**src/rtl/cpwm_pkg.sv**
```systemverilog
// Package for the complementary PWM channel with forced duty control.
// Assumes a single 25 MHz clock domain and an AXI4-Lite register bus.
package cpwm_pkg;
	localparam int CNT_W = 16;
	localparam logic [7:0] OFS_CTRL = 8'h00;
	localparam logic [7:0] OFS_PERIOD = 8'h04;
	localparam logic [7:0] OFS_POS_BUF = 8'h08;
	localparam logic [7:0] OFS_NEG_BUF = 8'h0C;
	localparam logic [7:0] OFS_DEAD = 8'h10;
	localparam logic [7:0] OFS_DUTY = 8'h14;
	localparam logic [7:0] OFS_PINFN = 8'h18;
	localparam logic [7:0] OFS_STATUS = 8'h1C;
	localparam logic [7:0] OFS_POS_CMP = 8'h20;
	localparam logic [7:0] OFS_NEG_CMP = 8'h24;
	localparam int CTRL_RUN = 0;
	localparam int CTRL_DTE = 1;
	localparam int CTRL_MODE_LO = 2;
	localparam int DUTY_A_LO = 0;
	localparam int DUTY_A_REC = 2;
	localparam int DUTY_B_LO = 4;
	localparam int DUTY_B_REC = 6;
	localparam int PINFN_A_LO = 0;
	localparam int PINFN_B_LO = 4;
	localparam logic [1:0] DUTY_OFF = 2'h0;
	localparam logic [1:0] DUTY_0 = 2'h2;
	localparam logic [1:0] DUTY_100 = 2'h3;
	localparam logic [1:0] MODE_1 = 2'h1;
	localparam logic [1:0] MODE_2 = 2'h2;
	localparam logic [1:0] MODE_3 = 2'h3;
	localparam logic [15:0] PERIOD_RST = 16'h00FF;
	localparam logic [15:0] DEAD_RST = 16'h0004;
	localparam logic [1:0] RESP_OKAY = 2'h0;
	localparam logic [1:0] RESP_SLVERR = 2'h2;
	typedef enum logic [1:0] {CNT_UP = 2'b00, CNT_DOWN = 2'b01} cnt_dir_t;
endpackage

```
**src/rtl/cpwm_ctl_if.sv**
```systemverilog
// Interface carrying the register contents from the bus slave to the core.
// Assumes both ends share one clock.
`timescale 1ns/1ps
interface cpwm_ctl_if;
	logic run;
	logic dte;
	logic [1:0] mode;
	logic [15:0] period;
	logic [15:0] pos_buf;
	logic [15:0] neg_buf;
	logic [15:0] dead;
	logic [7:0] duty;
	logic [7:0] pinfn;
	logic [31:0] status;
	logic [15:0] pos_cmp;
	logic [15:0] neg_cmp;
	modport regs (output run, dte, mode, period, pos_buf, neg_buf, dead, duty, pinfn,
		input status, pos_cmp, neg_cmp);
	modport core (input run, dte, mode, period, pos_buf, neg_buf, dead, duty, pinfn,
		output status, pos_cmp, neg_cmp);
endinterface

```
**src/rtl/cpwm_core.sv**
```systemverilog
// Triangle counter, compare buffering, dead time and forced duty for one pin pair.
// Assumes register values arrive from the bus slave on the same clock.
`timescale 1ns/1ps
module cpwm_core #(
	parameter int CNT_W = 16
) (
	input wire logic mclk_i,
	input wire logic rst_i,
	cpwm_ctl_if.core ctl,
	output logic pos_phase_pin_o,
	output logic neg_phase_pin_o
);
	cpwm_pkg::cnt_dir_t dir_q;
	logic [CNT_W-1:0] cnt_q, pos_cmp_q, neg_cmp_q, pos_eff;
	logic [1:0] fsel_q [2];
	logic [1:0] fsel_wr [2];
	logic rec_wr [2];
	logic [1:0] fn_wr [2];
	logic [1:0] pin_q;
	logic [1:0] raw;
	logic [1:0] forced;
	logic trough, crest, at_top, at_bot, load_crest;
	logic pos_match, neg_match, corr;
	assign at_top = cnt_q >= ctl.period[CNT_W-1:0];
	assign at_bot = cnt_q == '0;
	assign trough = ctl.run && dir_q == cpwm_pkg::CNT_DOWN && at_bot;
	assign crest = ctl.run && dir_q == cpwm_pkg::CNT_UP && at_top;
	// Mode 1 reloads at the trough only; modes 0, 2 and 3 also reload at the crest.
	assign load_crest = crest && ctl.mode != cpwm_pkg::MODE_1;
	// A positive value under the dead time cannot fit; it is corrected to dead+1.
	assign corr = ctl.dte && pos_cmp_q < ctl.dead[CNT_W-1:0];
	assign pos_eff = corr ? ctl.dead[CNT_W-1:0] + CNT_W'(1) : pos_cmp_q;
	assign pos_match = cnt_q == pos_eff;
	// With dead time on, the negative compare point sits the dead time below the positive compare point.
	assign neg_match = ctl.dte ? cnt_q == pos_eff - ctl.dead[CNT_W-1:0]
		: cnt_q == neg_cmp_q;
	// Raw complementary levels: positive active while counter is at or above compare.
	assign raw[0] = cnt_q >= pos_eff;
	assign raw[1] = ctl.dte ? (cnt_q < pos_eff - ctl.dead[CNT_W-1:0] || corr && at_bot)
		: cnt_q < neg_cmp_q;
	assign ctl.pos_cmp = pos_cmp_q;
	assign ctl.neg_cmp = neg_cmp_q;
	assign ctl.status = {22'h000000, forced, pin_q, corr, dir_q == cpwm_pkg::CNT_DOWN,
		fsel_q[1], fsel_q[0]};
	assign pos_phase_pin_o = pin_q[0];
	assign neg_phase_pin_o = pin_q[1];
	always_ff @(posedge mclk_i or posedge rst_i)
	begin
		if (rst_i)
		begin
			cnt_q <= '0;
			dir_q <= cpwm_pkg::CNT_UP;
			pos_cmp_q <= '0;
			neg_cmp_q <= '0;
		end
		else if (ctl.run)
		begin
			cnt_q <= (dir_q == cpwm_pkg::CNT_UP) ? (at_top ? cnt_q - CNT_W'(1) : cnt_q + CNT_W'(1))
				: (at_bot ? cnt_q + CNT_W'(1) : cnt_q - CNT_W'(1));
			if (crest)
				dir_q <= cpwm_pkg::CNT_DOWN;
			else if (trough)
				dir_q <= cpwm_pkg::CNT_UP;
			if (trough || load_crest)
			begin
				pos_cmp_q <= ctl.pos_buf[CNT_W-1:0];
				neg_cmp_q <= ctl.neg_buf[CNT_W-1:0];
			end
		end
	end
	genvar g;
	generate
		for (g = 0; g < 2; g++)
		begin : g_pin
			logic rec_lvl;
			logic lvl_q;
			logic hold_q;
			logic [1:0] sel_q;
			logic cmp_hit;
			assign fsel_wr[g] = ctl.duty[g*4 +: 2];
			assign rec_wr[g] = ctl.duty[g*4 + 2];
			assign fn_wr[g] = ctl.pinfn[g*4 + 2 +: 2];
			assign forced[g] = sel_q[1];
			assign fsel_q[g] = sel_q;
			assign pin_q[g] = lvl_q;
			assign cmp_hit = (g == 0) ? pos_match : neg_match;
			// Recovery: bit 0 with function 00 inverts; bit 1 takes the raw level; otherwise function bit 0 picks level.
			assign rec_lvl = (!rec_wr[g] && fn_wr[g] == 2'h0) ? ~pin_q[g]
				: (rec_wr[g] ? raw[g] : fn_wr[g][0]);
			// The recovery level stands until the next compare match; without the hold the
			// raw waveform would overwrite it at the very next clock.
			always_ff @(posedge mclk_i or posedge rst_i)
			begin
				if (rst_i)
				begin
					sel_q <= cpwm_pkg::DUTY_OFF;
					lvl_q <= 1'b0;
					hold_q <= 1'b0;
				end
				else if (trough)
				begin
					sel_q <= fsel_wr[g];
					hold_q <= forced[g] && !fsel_wr[g][1];
					if (fsel_wr[g] == cpwm_pkg::DUTY_100)
						lvl_q <= 1'b1;
					else if (fsel_wr[g] == cpwm_pkg::DUTY_0)
						lvl_q <= 1'b0;
					else if (forced[g])
						lvl_q <= rec_lvl;
					else
						lvl_q <= raw[g];
				end
				else if (!forced[g] && ctl.run)
				begin
					if (cmp_hit)
						hold_q <= 1'b0;
					if (cmp_hit || (!hold_q && lvl_q != raw[g]))
						lvl_q <= raw[g];
				end
				else
					lvl_q <= lvl_q;
			end
		end
	endgenerate
endmodule

```
**src/rtl/cpwm_regs.sv**
```systemverilog
// AXI4-Lite register slave for the complementary PWM channel.
// Assumes a master that keeps at most one write and one read outstanding.
//
// The AXI4-Lite slave port and the address map are this design's own decisions.
`timescale 1ns/1ps
module cpwm_regs (
	input wire logic mclk_i,
	input wire logic rst_i,
	input wire logic [7:0] awaddr_i,
	input wire logic awvalid_i,
	output logic awready_o,
	input wire logic [31:0] wdata_i,
	input wire logic [3:0] wstrb_i,
	input wire logic wvalid_i,
	output logic wready_o,
	output logic [1:0] bresp_o,
	output logic bvalid_o,
	input wire logic bready_i,
	input wire logic [7:0] araddr_i,
	input wire logic arvalid_i,
	output logic arready_o,
	output logic [31:0] rdata_o,
	output logic [1:0] rresp_o,
	output logic rvalid_o,
	input wire logic rready_i,
	cpwm_ctl_if.regs ctl
);
	logic aw_q, w_q, bvalid_q, rvalid_q;
	logic [7:0] awa_q;
	logic [31:0] wd_q, rdata_q;
	logic [3:0] ws_q;
	logic [1:0] bresp_q, rresp_q;
	logic [31:0] ctrl_q, period_q, posb_q, negb_q, dead_q, duty_q, pinfn_q;
	logic [31:0] wmask, rmux;
	logic wr_go, rd_go, wr_hit, rd_hit;
	assign awready_o = !aw_q && !bvalid_q;
	assign wready_o = !w_q && !bvalid_q;
	assign arready_o = !rvalid_q;
	assign bvalid_o = bvalid_q;
	assign bresp_o = bresp_q;
	assign rvalid_o = rvalid_q;
	assign rdata_o = rdata_q;
	assign rresp_o = rresp_q;
	assign wr_go = aw_q && w_q && !bvalid_q;
	assign rd_go = arvalid_i && !rvalid_q;
	assign wmask = {{8{ws_q[3]}}, {8{ws_q[2]}}, {8{ws_q[1]}}, {8{ws_q[0]}}};
	assign wr_hit = awa_q <= cpwm_pkg::OFS_PINFN && awa_q[1:0] == 2'h0;
	assign rd_hit = araddr_i <= cpwm_pkg::OFS_NEG_CMP && araddr_i[1:0] == 2'h0;
	always_comb
	begin
		unique case (araddr_i)
			cpwm_pkg::OFS_CTRL: rmux = ctrl_q & 32'h0000000F;
			cpwm_pkg::OFS_PERIOD: rmux = period_q & 32'h0000FFFF;
			cpwm_pkg::OFS_POS_BUF: rmux = posb_q & 32'h0000FFFF;
			cpwm_pkg::OFS_NEG_BUF: rmux = negb_q & 32'h0000FFFF;
			cpwm_pkg::OFS_DEAD: rmux = dead_q & 32'h0000FFFF;
			cpwm_pkg::OFS_DUTY: rmux = duty_q & 32'h000000FF;
			cpwm_pkg::OFS_PINFN: rmux = pinfn_q & 32'h000000FF;
			cpwm_pkg::OFS_STATUS: rmux = ctl.status;
			cpwm_pkg::OFS_POS_CMP: rmux = {16'h0000, ctl.pos_cmp};
			cpwm_pkg::OFS_NEG_CMP: rmux = {16'h0000, ctl.neg_cmp};
			default: rmux = 32'h00000000;
		endcase
	end
	assign ctl.run = ctrl_q[cpwm_pkg::CTRL_RUN];
	assign ctl.dte = ctrl_q[cpwm_pkg::CTRL_DTE];
	assign ctl.mode = ctrl_q[cpwm_pkg::CTRL_MODE_LO +: 2];
	assign ctl.period = period_q[15:0];
	assign ctl.pos_buf = posb_q[15:0];
	assign ctl.neg_buf = negb_q[15:0];
	assign ctl.dead = dead_q[15:0];
	assign ctl.duty = duty_q[7:0];
	assign ctl.pinfn = pinfn_q[7:0];
	always_ff @(posedge mclk_i or posedge rst_i)
	begin
		if (rst_i)
		begin
			aw_q <= 1'b0;
			w_q <= 1'b0;
			awa_q <= 8'h00;
			wd_q <= 32'h00000000;
			ws_q <= 4'h0;
			bvalid_q <= 1'b0;
			bresp_q <= 2'h0;
		end
		else
		begin
			if (awvalid_i && awready_o)
			begin
				aw_q <= 1'b1;
				awa_q <= awaddr_i;
			end
			if (wvalid_i && wready_o)
			begin
				w_q <= 1'b1;
				wd_q <= wdata_i;
				ws_q <= wstrb_i;
			end
			if (wr_go)
			begin
				aw_q <= 1'b0;
				w_q <= 1'b0;
				bvalid_q <= 1'b1;
				bresp_q <= wr_hit ? cpwm_pkg::RESP_OKAY : cpwm_pkg::RESP_SLVERR;
			end
			else if (bvalid_q && bready_i)
				bvalid_q <= 1'b0;
		end
	end
	always_ff @(posedge mclk_i or posedge rst_i)
	begin
		if (rst_i)
		begin
			ctrl_q <= 32'h00000004;
			period_q <= {16'h0000, cpwm_pkg::PERIOD_RST};
			posb_q <= 32'h00000000;
			negb_q <= 32'h00000000;
			dead_q <= {16'h0000, cpwm_pkg::DEAD_RST};
			duty_q <= 32'h00000000;
			pinfn_q <= 32'h00000000;
		end
		else if (wr_go && wr_hit)
		begin
			unique case (awa_q)
				cpwm_pkg::OFS_CTRL: ctrl_q <= (ctrl_q & ~wmask) | (wd_q & wmask);
				cpwm_pkg::OFS_PERIOD: period_q <= (period_q & ~wmask) | (wd_q & wmask);
				cpwm_pkg::OFS_POS_BUF: posb_q <= (posb_q & ~wmask) | (wd_q & wmask);
				cpwm_pkg::OFS_NEG_BUF: negb_q <= (negb_q & ~wmask) | (wd_q & wmask);
				cpwm_pkg::OFS_DEAD: dead_q <= (dead_q & ~wmask) | (wd_q & wmask);
				cpwm_pkg::OFS_DUTY: duty_q <= (duty_q & ~wmask) | (wd_q & wmask);
				cpwm_pkg::OFS_PINFN: pinfn_q <= (pinfn_q & ~wmask) | (wd_q & wmask);
				default: ctrl_q <= ctrl_q;
			endcase
		end
	end
	always_ff @(posedge mclk_i or posedge rst_i)
	begin
		if (rst_i)
		begin
			rvalid_q <= 1'b0;
			rdata_q <= 32'h00000000;
			rresp_q <= 2'h0;
		end
		else if (rd_go)
		begin
			rvalid_q <= 1'b1;
			rdata_q <= rmux;
			rresp_q <= rd_hit ? cpwm_pkg::RESP_OKAY : cpwm_pkg::RESP_SLVERR;
		end
		else if (rvalid_q && rready_i)
			rvalid_q <= 1'b0;
	end
endmodule

```
**src/rtl/cpwm_top.sv**
```systemverilog
// Complementary triangle-wave PWM channel with forced 0%/100% duty control.
// Assumes one 25 MHz clock; pins drive external gate drivers directly.
`timescale 1ns/1ps
module cpwm_top #(
	parameter int CNT_W = cpwm_pkg::CNT_W
) (
	input wire logic mclk_i,
	input wire logic rst_i,
	input wire logic [7:0] awaddr_i,
	input wire logic awvalid_i,
	output logic awready_o,
	input wire logic [31:0] wdata_i,
	input wire logic [3:0] wstrb_i,
	input wire logic wvalid_i,
	output logic wready_o,
	output logic [1:0] bresp_o,
	output logic bvalid_o,
	input wire logic bready_i,
	input wire logic [7:0] araddr_i,
	input wire logic arvalid_i,
	output logic arready_o,
	output logic [31:0] rdata_o,
	output logic [1:0] rresp_o,
	output logic rvalid_o,
	input wire logic rready_i,
	output logic pos_phase_pin_o,
	output logic neg_phase_pin_o
);
	cpwm_ctl_if ctl ();
	cpwm_regs u_regs (
		.mclk_i(mclk_i),
		.rst_i(rst_i),
		.awaddr_i(awaddr_i),
		.awvalid_i(awvalid_i),
		.awready_o(awready_o),
		.wdata_i(wdata_i),
		.wstrb_i(wstrb_i),
		.wvalid_i(wvalid_i),
		.wready_o(wready_o),
		.bresp_o(bresp_o),
		.bvalid_o(bvalid_o),
		.bready_i(bready_i),
		.araddr_i(araddr_i),
		.arvalid_i(arvalid_i),
		.arready_o(arready_o),
		.rdata_o(rdata_o),
		.rresp_o(rresp_o),
		.rvalid_o(rvalid_o),
		.rready_i(rready_i),
		.ctl(ctl)
	);
	cpwm_core #(.CNT_W(CNT_W)) u_core (
		.mclk_i(mclk_i),
		.rst_i(rst_i),
		.ctl(ctl),
		.pos_phase_pin_o(pos_phase_pin_o),
		.neg_phase_pin_o(neg_phase_pin_o)
	);
endmodule

```
**config.mk**
```make
export PLATFORM = sky130hd
export DESIGN_NAME = cpwm_top
export DESIGN_NICKNAME = d
export VERILOG_FILES = /design/src/rtl/cpwm_pkg.sv /design/src/rtl/cpwm_ctl_if.sv /design/src/rtl/cpwm_core.sv /design/src/rtl/cpwm_regs.sv /design/src/rtl/cpwm_top.sv
export SDC_FILE = /design/constraint.sdc
export NUM_CORES = 1
export LEC_CHECK = 0
export BUFFER_PORTS_ARGS = -buffer_cell sky130_fd_sc_hd__buf_4
export CAP_MARGIN = 20
export CORE_ASPECT_RATIO = 1.25
export CORE_MARGIN = 3
export CORE_UTILIZATION = 44
export CTS_BUF_LIST = sky130_fd_sc_hd__clkbuf_8
export DETAILED_ROUTE_END_ITERATION = 10
export PLACE_DENSITY_LB_ADDON = 0.3
export SYNTH_ARGS = -nofsm -noshare
export SYNTH_HDL_FRONTEND = slang
export SYNTH_SLANG_ARGS = --single-unit
```
**constraint.sdc**
```tcl
create_clock -name mclk_i -period 6.8 [get_ports mclk_i]
set_input_delay 0 -clock mclk_i [delete_from_list [all_inputs] [get_ports mclk_i]]
set_output_delay 0 -clock mclk_i [all_outputs]
set_load 0.1 [all_outputs]
```
# == Word-level counts from Yosys, hierarchy flattened ==
# Cells that the tools add are included.
# classes
add_sub_neg,4
n_lt_le_gt_ge,7
n_eq_ne,26
n_mux,41
n_bitwise,18
n_reduce_logical,75
# ops
op,n
$and 32x32->32,8
$or 32x32->32,7
$pmux 16 s10,1
$mux 16,4
$eq 8x5->1 const B,7
$eq 16x16->1,3
$lt 16x16->1,3
$add 16x1->16 const B,2
$eq 8x4->1 const B,4
$ge 16x16->1,2
$mux 1,32
$not 32->32,1
$logic_and 1x1->1,27
$reduce_and 2->1,13
$reduce_bool 2->1,11
$eq 8x3->1 const B,2
$eq 8x6->1 const B,2
$logic_not 16->1,1
$logic_not 8->1,2
$sub 16x1->16 const B,1
$sub 16x16->16,1
$logic_not 1->1,12
$logic_not 2->1,5
$eq 2x2->1 const B,4
other kinds (8),16
# totals
reg_bits,366
inputBits,59
output_inout_bits,43

# == Longest topological paths before layout ==
# logic_depth
depth_word,13
mapped_depth,30

# == Hierarchy ==
# From an unflattened synthesis, not the netlist that was laid out.
# unflattened
hier_cells,1205
area_unflattened_um2,12817.3
# modules_own_cells
module,n_inst,cells_each,area_each_um2
cpwm_regs,1,532,6845.3
cpwm_core,1,673,5972.0

# == Least setup slack after synthesis ==
# No wires, ideal clock.
# synth_timing
kind,register -> register
start,reg with a tool-made name
end,reg u_core.g_pin[1].lvl_q (netlist: u_core.neg_phase_pin_o)
arrival_time_ps,5315
required_ps,6705
slack_ps,1389
path_stages_with_launch,26
n_path_buf,1
synth_period_minus_slack_ps,5411
cell_sequence,dfstp_2 -> inv_1 -> ha_1 -> a2111o_1 -> a21oi_1 -> o2111ai_1 -> nand2_1 -> buf_2 -> mux2_2 -> fa_1 -> a21o_1 -> a21oi_1 -> o21ai_0 -> a31oi_1 -> nor2b_1 -> o21a_1 -> o41ai_1 -> xor2_1 -> ha_1 -> nand4b_1 -> nor2_1 -> and2_1 -> o31ai_1 -> nand3_1 -> a32o_1 -> o31ai_1
# synth_rtl
item,line_no,source
end signal: assignment,cpwm_core.sv:109,lvl_q <= rec_lvl;
end signal: assignment,cpwm_core.sv:111,lvl_q <= raw[g];
end signal: assignment,cpwm_core.sv:118,lvl_q <= raw[g];
end: declaration,cpwm_core.sv:76,logic lvl_q;

==> implementation parameters <==
Parameter                              Value

Status
  Run status ... finished clean

Place
  Placed Instance Area ... 0.0125 mm^2
  GPL Wtd Cong ... 0.913
  Detailed-placement wirelength estimate ... between 20 and 25 mm
  IO buf count ... 65
  Dpl cells ... about 1500

Synthesis
  Number of register bits inferred by synthesis ... about 190
  Register area share after synthesis ... 0.405
  Warning count from the yosys run ... 0
  Ys async rst share ... 1.00
  Cells after synthesis ... between 1000 and 1500
  Number of synthesized flops with an enable pin ... 0
  Count of different cell masters after synthesis ... 75
  Post-synthesis cell area ... 0.0117 mm^2
  Post-synthesis area per instance ... 10.2 um^2
  Most frequently used flop master after synthesis ... dfrtp_1

Pwr
  Switching share of power ... 0.448
  Portion of total power attributed to sequential cells ... 0.330
  P_sw ... roughly 2.2 mW
  PD cells ... 379 mW/mm^2
  Maximum ir drop on the vdd rail ... approximately 0.35 mV
  Internal power ... 2.77 mW
  Combinational fraction of design power ... 0.500
  Clock power frac ... 0.170
  Leakage ... 6.01 nW

Final layout
  Signed area change from the synthesized netlist to the final layout ... 13.1%
  Post-layout util ... 0.508
  Count of inserted antenna diode cells ... 0
  Final cell count without fillers ... ~1600
  Final non-filler cell area ... around 0.013 mm^2
  Fraction of layout instances using a drive strength above 1 ... 0.224
  Filler cells ... roughly 2400
  Nets@finish ... between 1000 and 1500

Worst hold path
  Min-delay worst type ... in2reg
  Worst Hold Launch ... arvalid_i

Clock tree
  Inserted Clock Buffers ... 17
  Clock latency of the later-clocked register in the worst-skew pair ... a little under 500 ps
  CTS H-tree depth ... 4
  Clk buf depth ... 2
  CTS Root Buffer Type ... clkbuf_8
  Clock transition at the registers of the reported paths ... approximately 110 ps
  Clock tree from TritonCTS ... yes
  Clock Sink Count ... approximately 190
  Post-CTS Setup Bufs ... 0

Global routing
  Met3 Use GR ... 0.0368
  Grt met1 use ... 0.299
  Number of global-route vias before repair ... ~9400
  GRT Resource Usage Total ... 0.226
  First-pass GRT wire length ... ~51 mm
  Global route total overflow ... 0
  Peak-usage layer in the global routing report ... met2
  Antenna violations before repair ... 0
  Largest net degree at the start of global routing ... between 100 and 150
  Global routing usage on met2 ... 0.374

Routing
  Remaining antenna violation count ... 0
  Final routed wirelength across all metal layers ... between 30 and 40 mm
  Via count ... roughly 9000
  First-pass DRT Iterations ... 5
  Routed vias/inst ... slightly below 6
  Per-cell routed wire length ... a little over 20 um
  Number of DRC violations after detailed-routing iteration 0 ... approximately 700
  Detailed-route DRC error count ... 0

Critical path
  Maximum single-stage delay on the critical path ... between 400 and 500 ps
  CP cell instances ... inv_1 > ha_1 > a2111o_1 > a21oi_1 > o2111ai_1 > nand2_1 > mux2_2 > fa_1 > a21o_1 > a21oi_1 > o21ai_0 > a31oi_1 > nor2b_1 > o21a_1 > o41ai_1 > xor2_1 > ha_1 > nand4b_1 > nor2_1 > and2_1 > o31ai_1 > nand3_1 > a32o_1 > o31ai_1
  Crit end category ... flip-flop
  Highest fanout seen on the critical path ... 6
  Type of the worst setup path ... reg2reg
  Data arrival time of the worst path ... 6600 ps
  Kind of launch point of the worst setup path ... flip-flop
  WP data required ... ~7200 ps
  Crit path max-delay cell type ... dfrtp_1

Timing
  Skew final ... about 17 ps
  Crit share post-route ... 0.910
  Pin slew with the least headroom to its limit ... roughly 1100 ps
  TNS Setup ... 0 ps
  Shortest clock period the worst path allows after layout ... just over 6000 ps
  Worst-case headroom to the max-slew limit ... 0.279
  Final number of max-transition violations ... 0
  Peak Freq ... 162 MHz
  Unrepaired setup endpoints after global routing ... false
  Finish-stage setup viols ... 0
  Fin. Hold Viols ... 0

Die
  Number of core rows ... 66
  Chip height ... around 190 um
  Placeable core area ... approximately 0.026 mm^2
  Die W ... 152 um
  Number of I/O pins ... around 100
  Die Area ... 0.0286 mm^2
  Initial standard-cell utilization of the core ... 0.449

Job
  Max-capacitance violation count ... 0
-- cells by family (layout without fill, tap and decap cells) --
group                      count (synthesis)  in the layout  synth area share
AOI/OAI and AO/OA                        251            251             0.142
xor gates and xnor gates                  42             42            0.0314
adders and majority gates                 99             99             0.106
buffers and inverters                    127            216            0.0517
DFF                                      189            189             0.405
muxes                                    133            133             0.127
other                                      1             18          0.000320
and+or+nand+nor                          303            303             0.136
-- power groups by stage --
| stage | clock network [mW] | registers (mW) | logic, mW |
|---|---|---|---|
| 2_1_floorplan | 0 | 1.59 | 1.91 |
| 3_3_place_gp | 0 | 1.66 | 2.42 |
| 3_5_place_dp | 0 | 1.67 | 2.47 |
| 4_1_cts | 0.872 | 1.65 | 2.49 |
| 5_1_grt | 0.911 | 1.69 | 2.79 |
| 6_report | 0.855 | 1.66 | 2.51 |
-- metal layers --
layer | routed length (um) | vias to the layer above
li1 | - | 4318
met1 | 13700 | 4518
met2 | 15700 | 297
met3 | 1700 | 64
met4 | 1010 | 0
met5 | 0 | -
-- cell usage after synthesis (14+ instances only) --
library cell  instances  area (um^2)
dfrtp_1             179         4480
a22oi_1              31          233
buf_4                20          150
nand2b_1             15         93.8
nand2_1              93          349
o21ai_0              64          320
xnor2_1              26          228
nor2_1               54          203
clkbuf_1             14         52.6
nor3_1               21          105
inv_1                79          297
a21o_1               18          135
ha_1                 98         1230
xor2_1               16          140
mux2_2              129         1450
o21ai_1              16         80.1
a221oi_1             19          166
a21oi_1              39          195
nand3_1              29          145
-- cell usage in the layout, fill, tap and decap left out, types with 5 or more instances in the layout --
cell type      Yosys  final
nor2_1            54     51
nor3_2             6      6
ha_1              98     98
nor4_1            11     11
xnor2_1           26     26
o21ai_0           64     64
a221oi_1          19     19
xor2_1            16     16
o21ai_1           16     16
nor2b_1           11     10
a22oi_1           31     31
nor2_2             4      7
and3_1            13     13
a21o_1            18     18
a22o_1             9      9
nand2_1           93     93
a21oi_1           39     39
o31ai_1            7      7
inv_1             79     78
dfrtp_1          179    179
mux2_2           129    129
nand4_1           12     12
nand2b_1          15     15
buf_4             20     74
a31oi_1           10     10
a211oi_1           5      5
dfstp_2           10     10
clkbuf_8           0     18
nand3_1           29     29
dlygate4sd3_1      0     31
conb_1             1     18
nor3_1            21     21
-- per-stage QoR --
stage / setup slack, ps / hold WS (ps) / total power [mW]
3_3_place_gp: 776 / 185 / 4.08
6_report: 611 / 30.3 / 5.02
2_1_floorplan: 1390 / 96.4 / 3.50
3_5_place_dp: 675 / 190 / 4.13
5_1_grt: 204 / 38.9 / 5.39
4_1_cts: 662 / 5.10 / 5.01
-- worst paths after layout --
kind / cells past startpoint / slack, ps / to
setup reg to reg: 24 / 610 / u_core.neg_phase_pin_o
hold / removal: 5 / 30 / u_regs.rdata_o[14]
max in group asynchronous: 4 / 5070 / asynchronous set/reset pin
setup / recovery: 24 / 610 / u_core.neg_phase_pin_o
min in group asynchronous: 3 / 210 / u_regs.rdata_o[11]
hold reg to reg: 1 / 490 / u_regs.rdata_o[0]
-- critical path: cells and delay by family, from the launching register on --
family,cells,cell delay (ps)
XOR/XNOR,1,230
adder cells (fa/ha/maj),3,1030
AO/OA/AOI/OAI,12,3040
AND/OR/NAND/NOR,6,790
flip-flops,1,460
multiplexers,1,420
buffers and inverters,1,150
-- final cells by class --
cell class | count | area [um^2] | share of cell area
Clock buffer | 18 | 248 | 0.0187
Clock inverter | 13 | 208 | 0.0157
Inverter | 79 | 304 | 0.0230
Tap cell | 340 | 425 | 0.0321
Timing Repair Buffer | 106 | 877 | 0.0662
Sequential cell | 189 | 4740 | 0.358
Multi-Input combinational cell | 846 | 6440 | 0.486
-- timing repair --
item / in CTS / in global routing
hold buffers: 31 / 0
hold endpoints to repair: 143 / 0
resized for setup: 0 / 0
(Power assumes the default switching activity.)
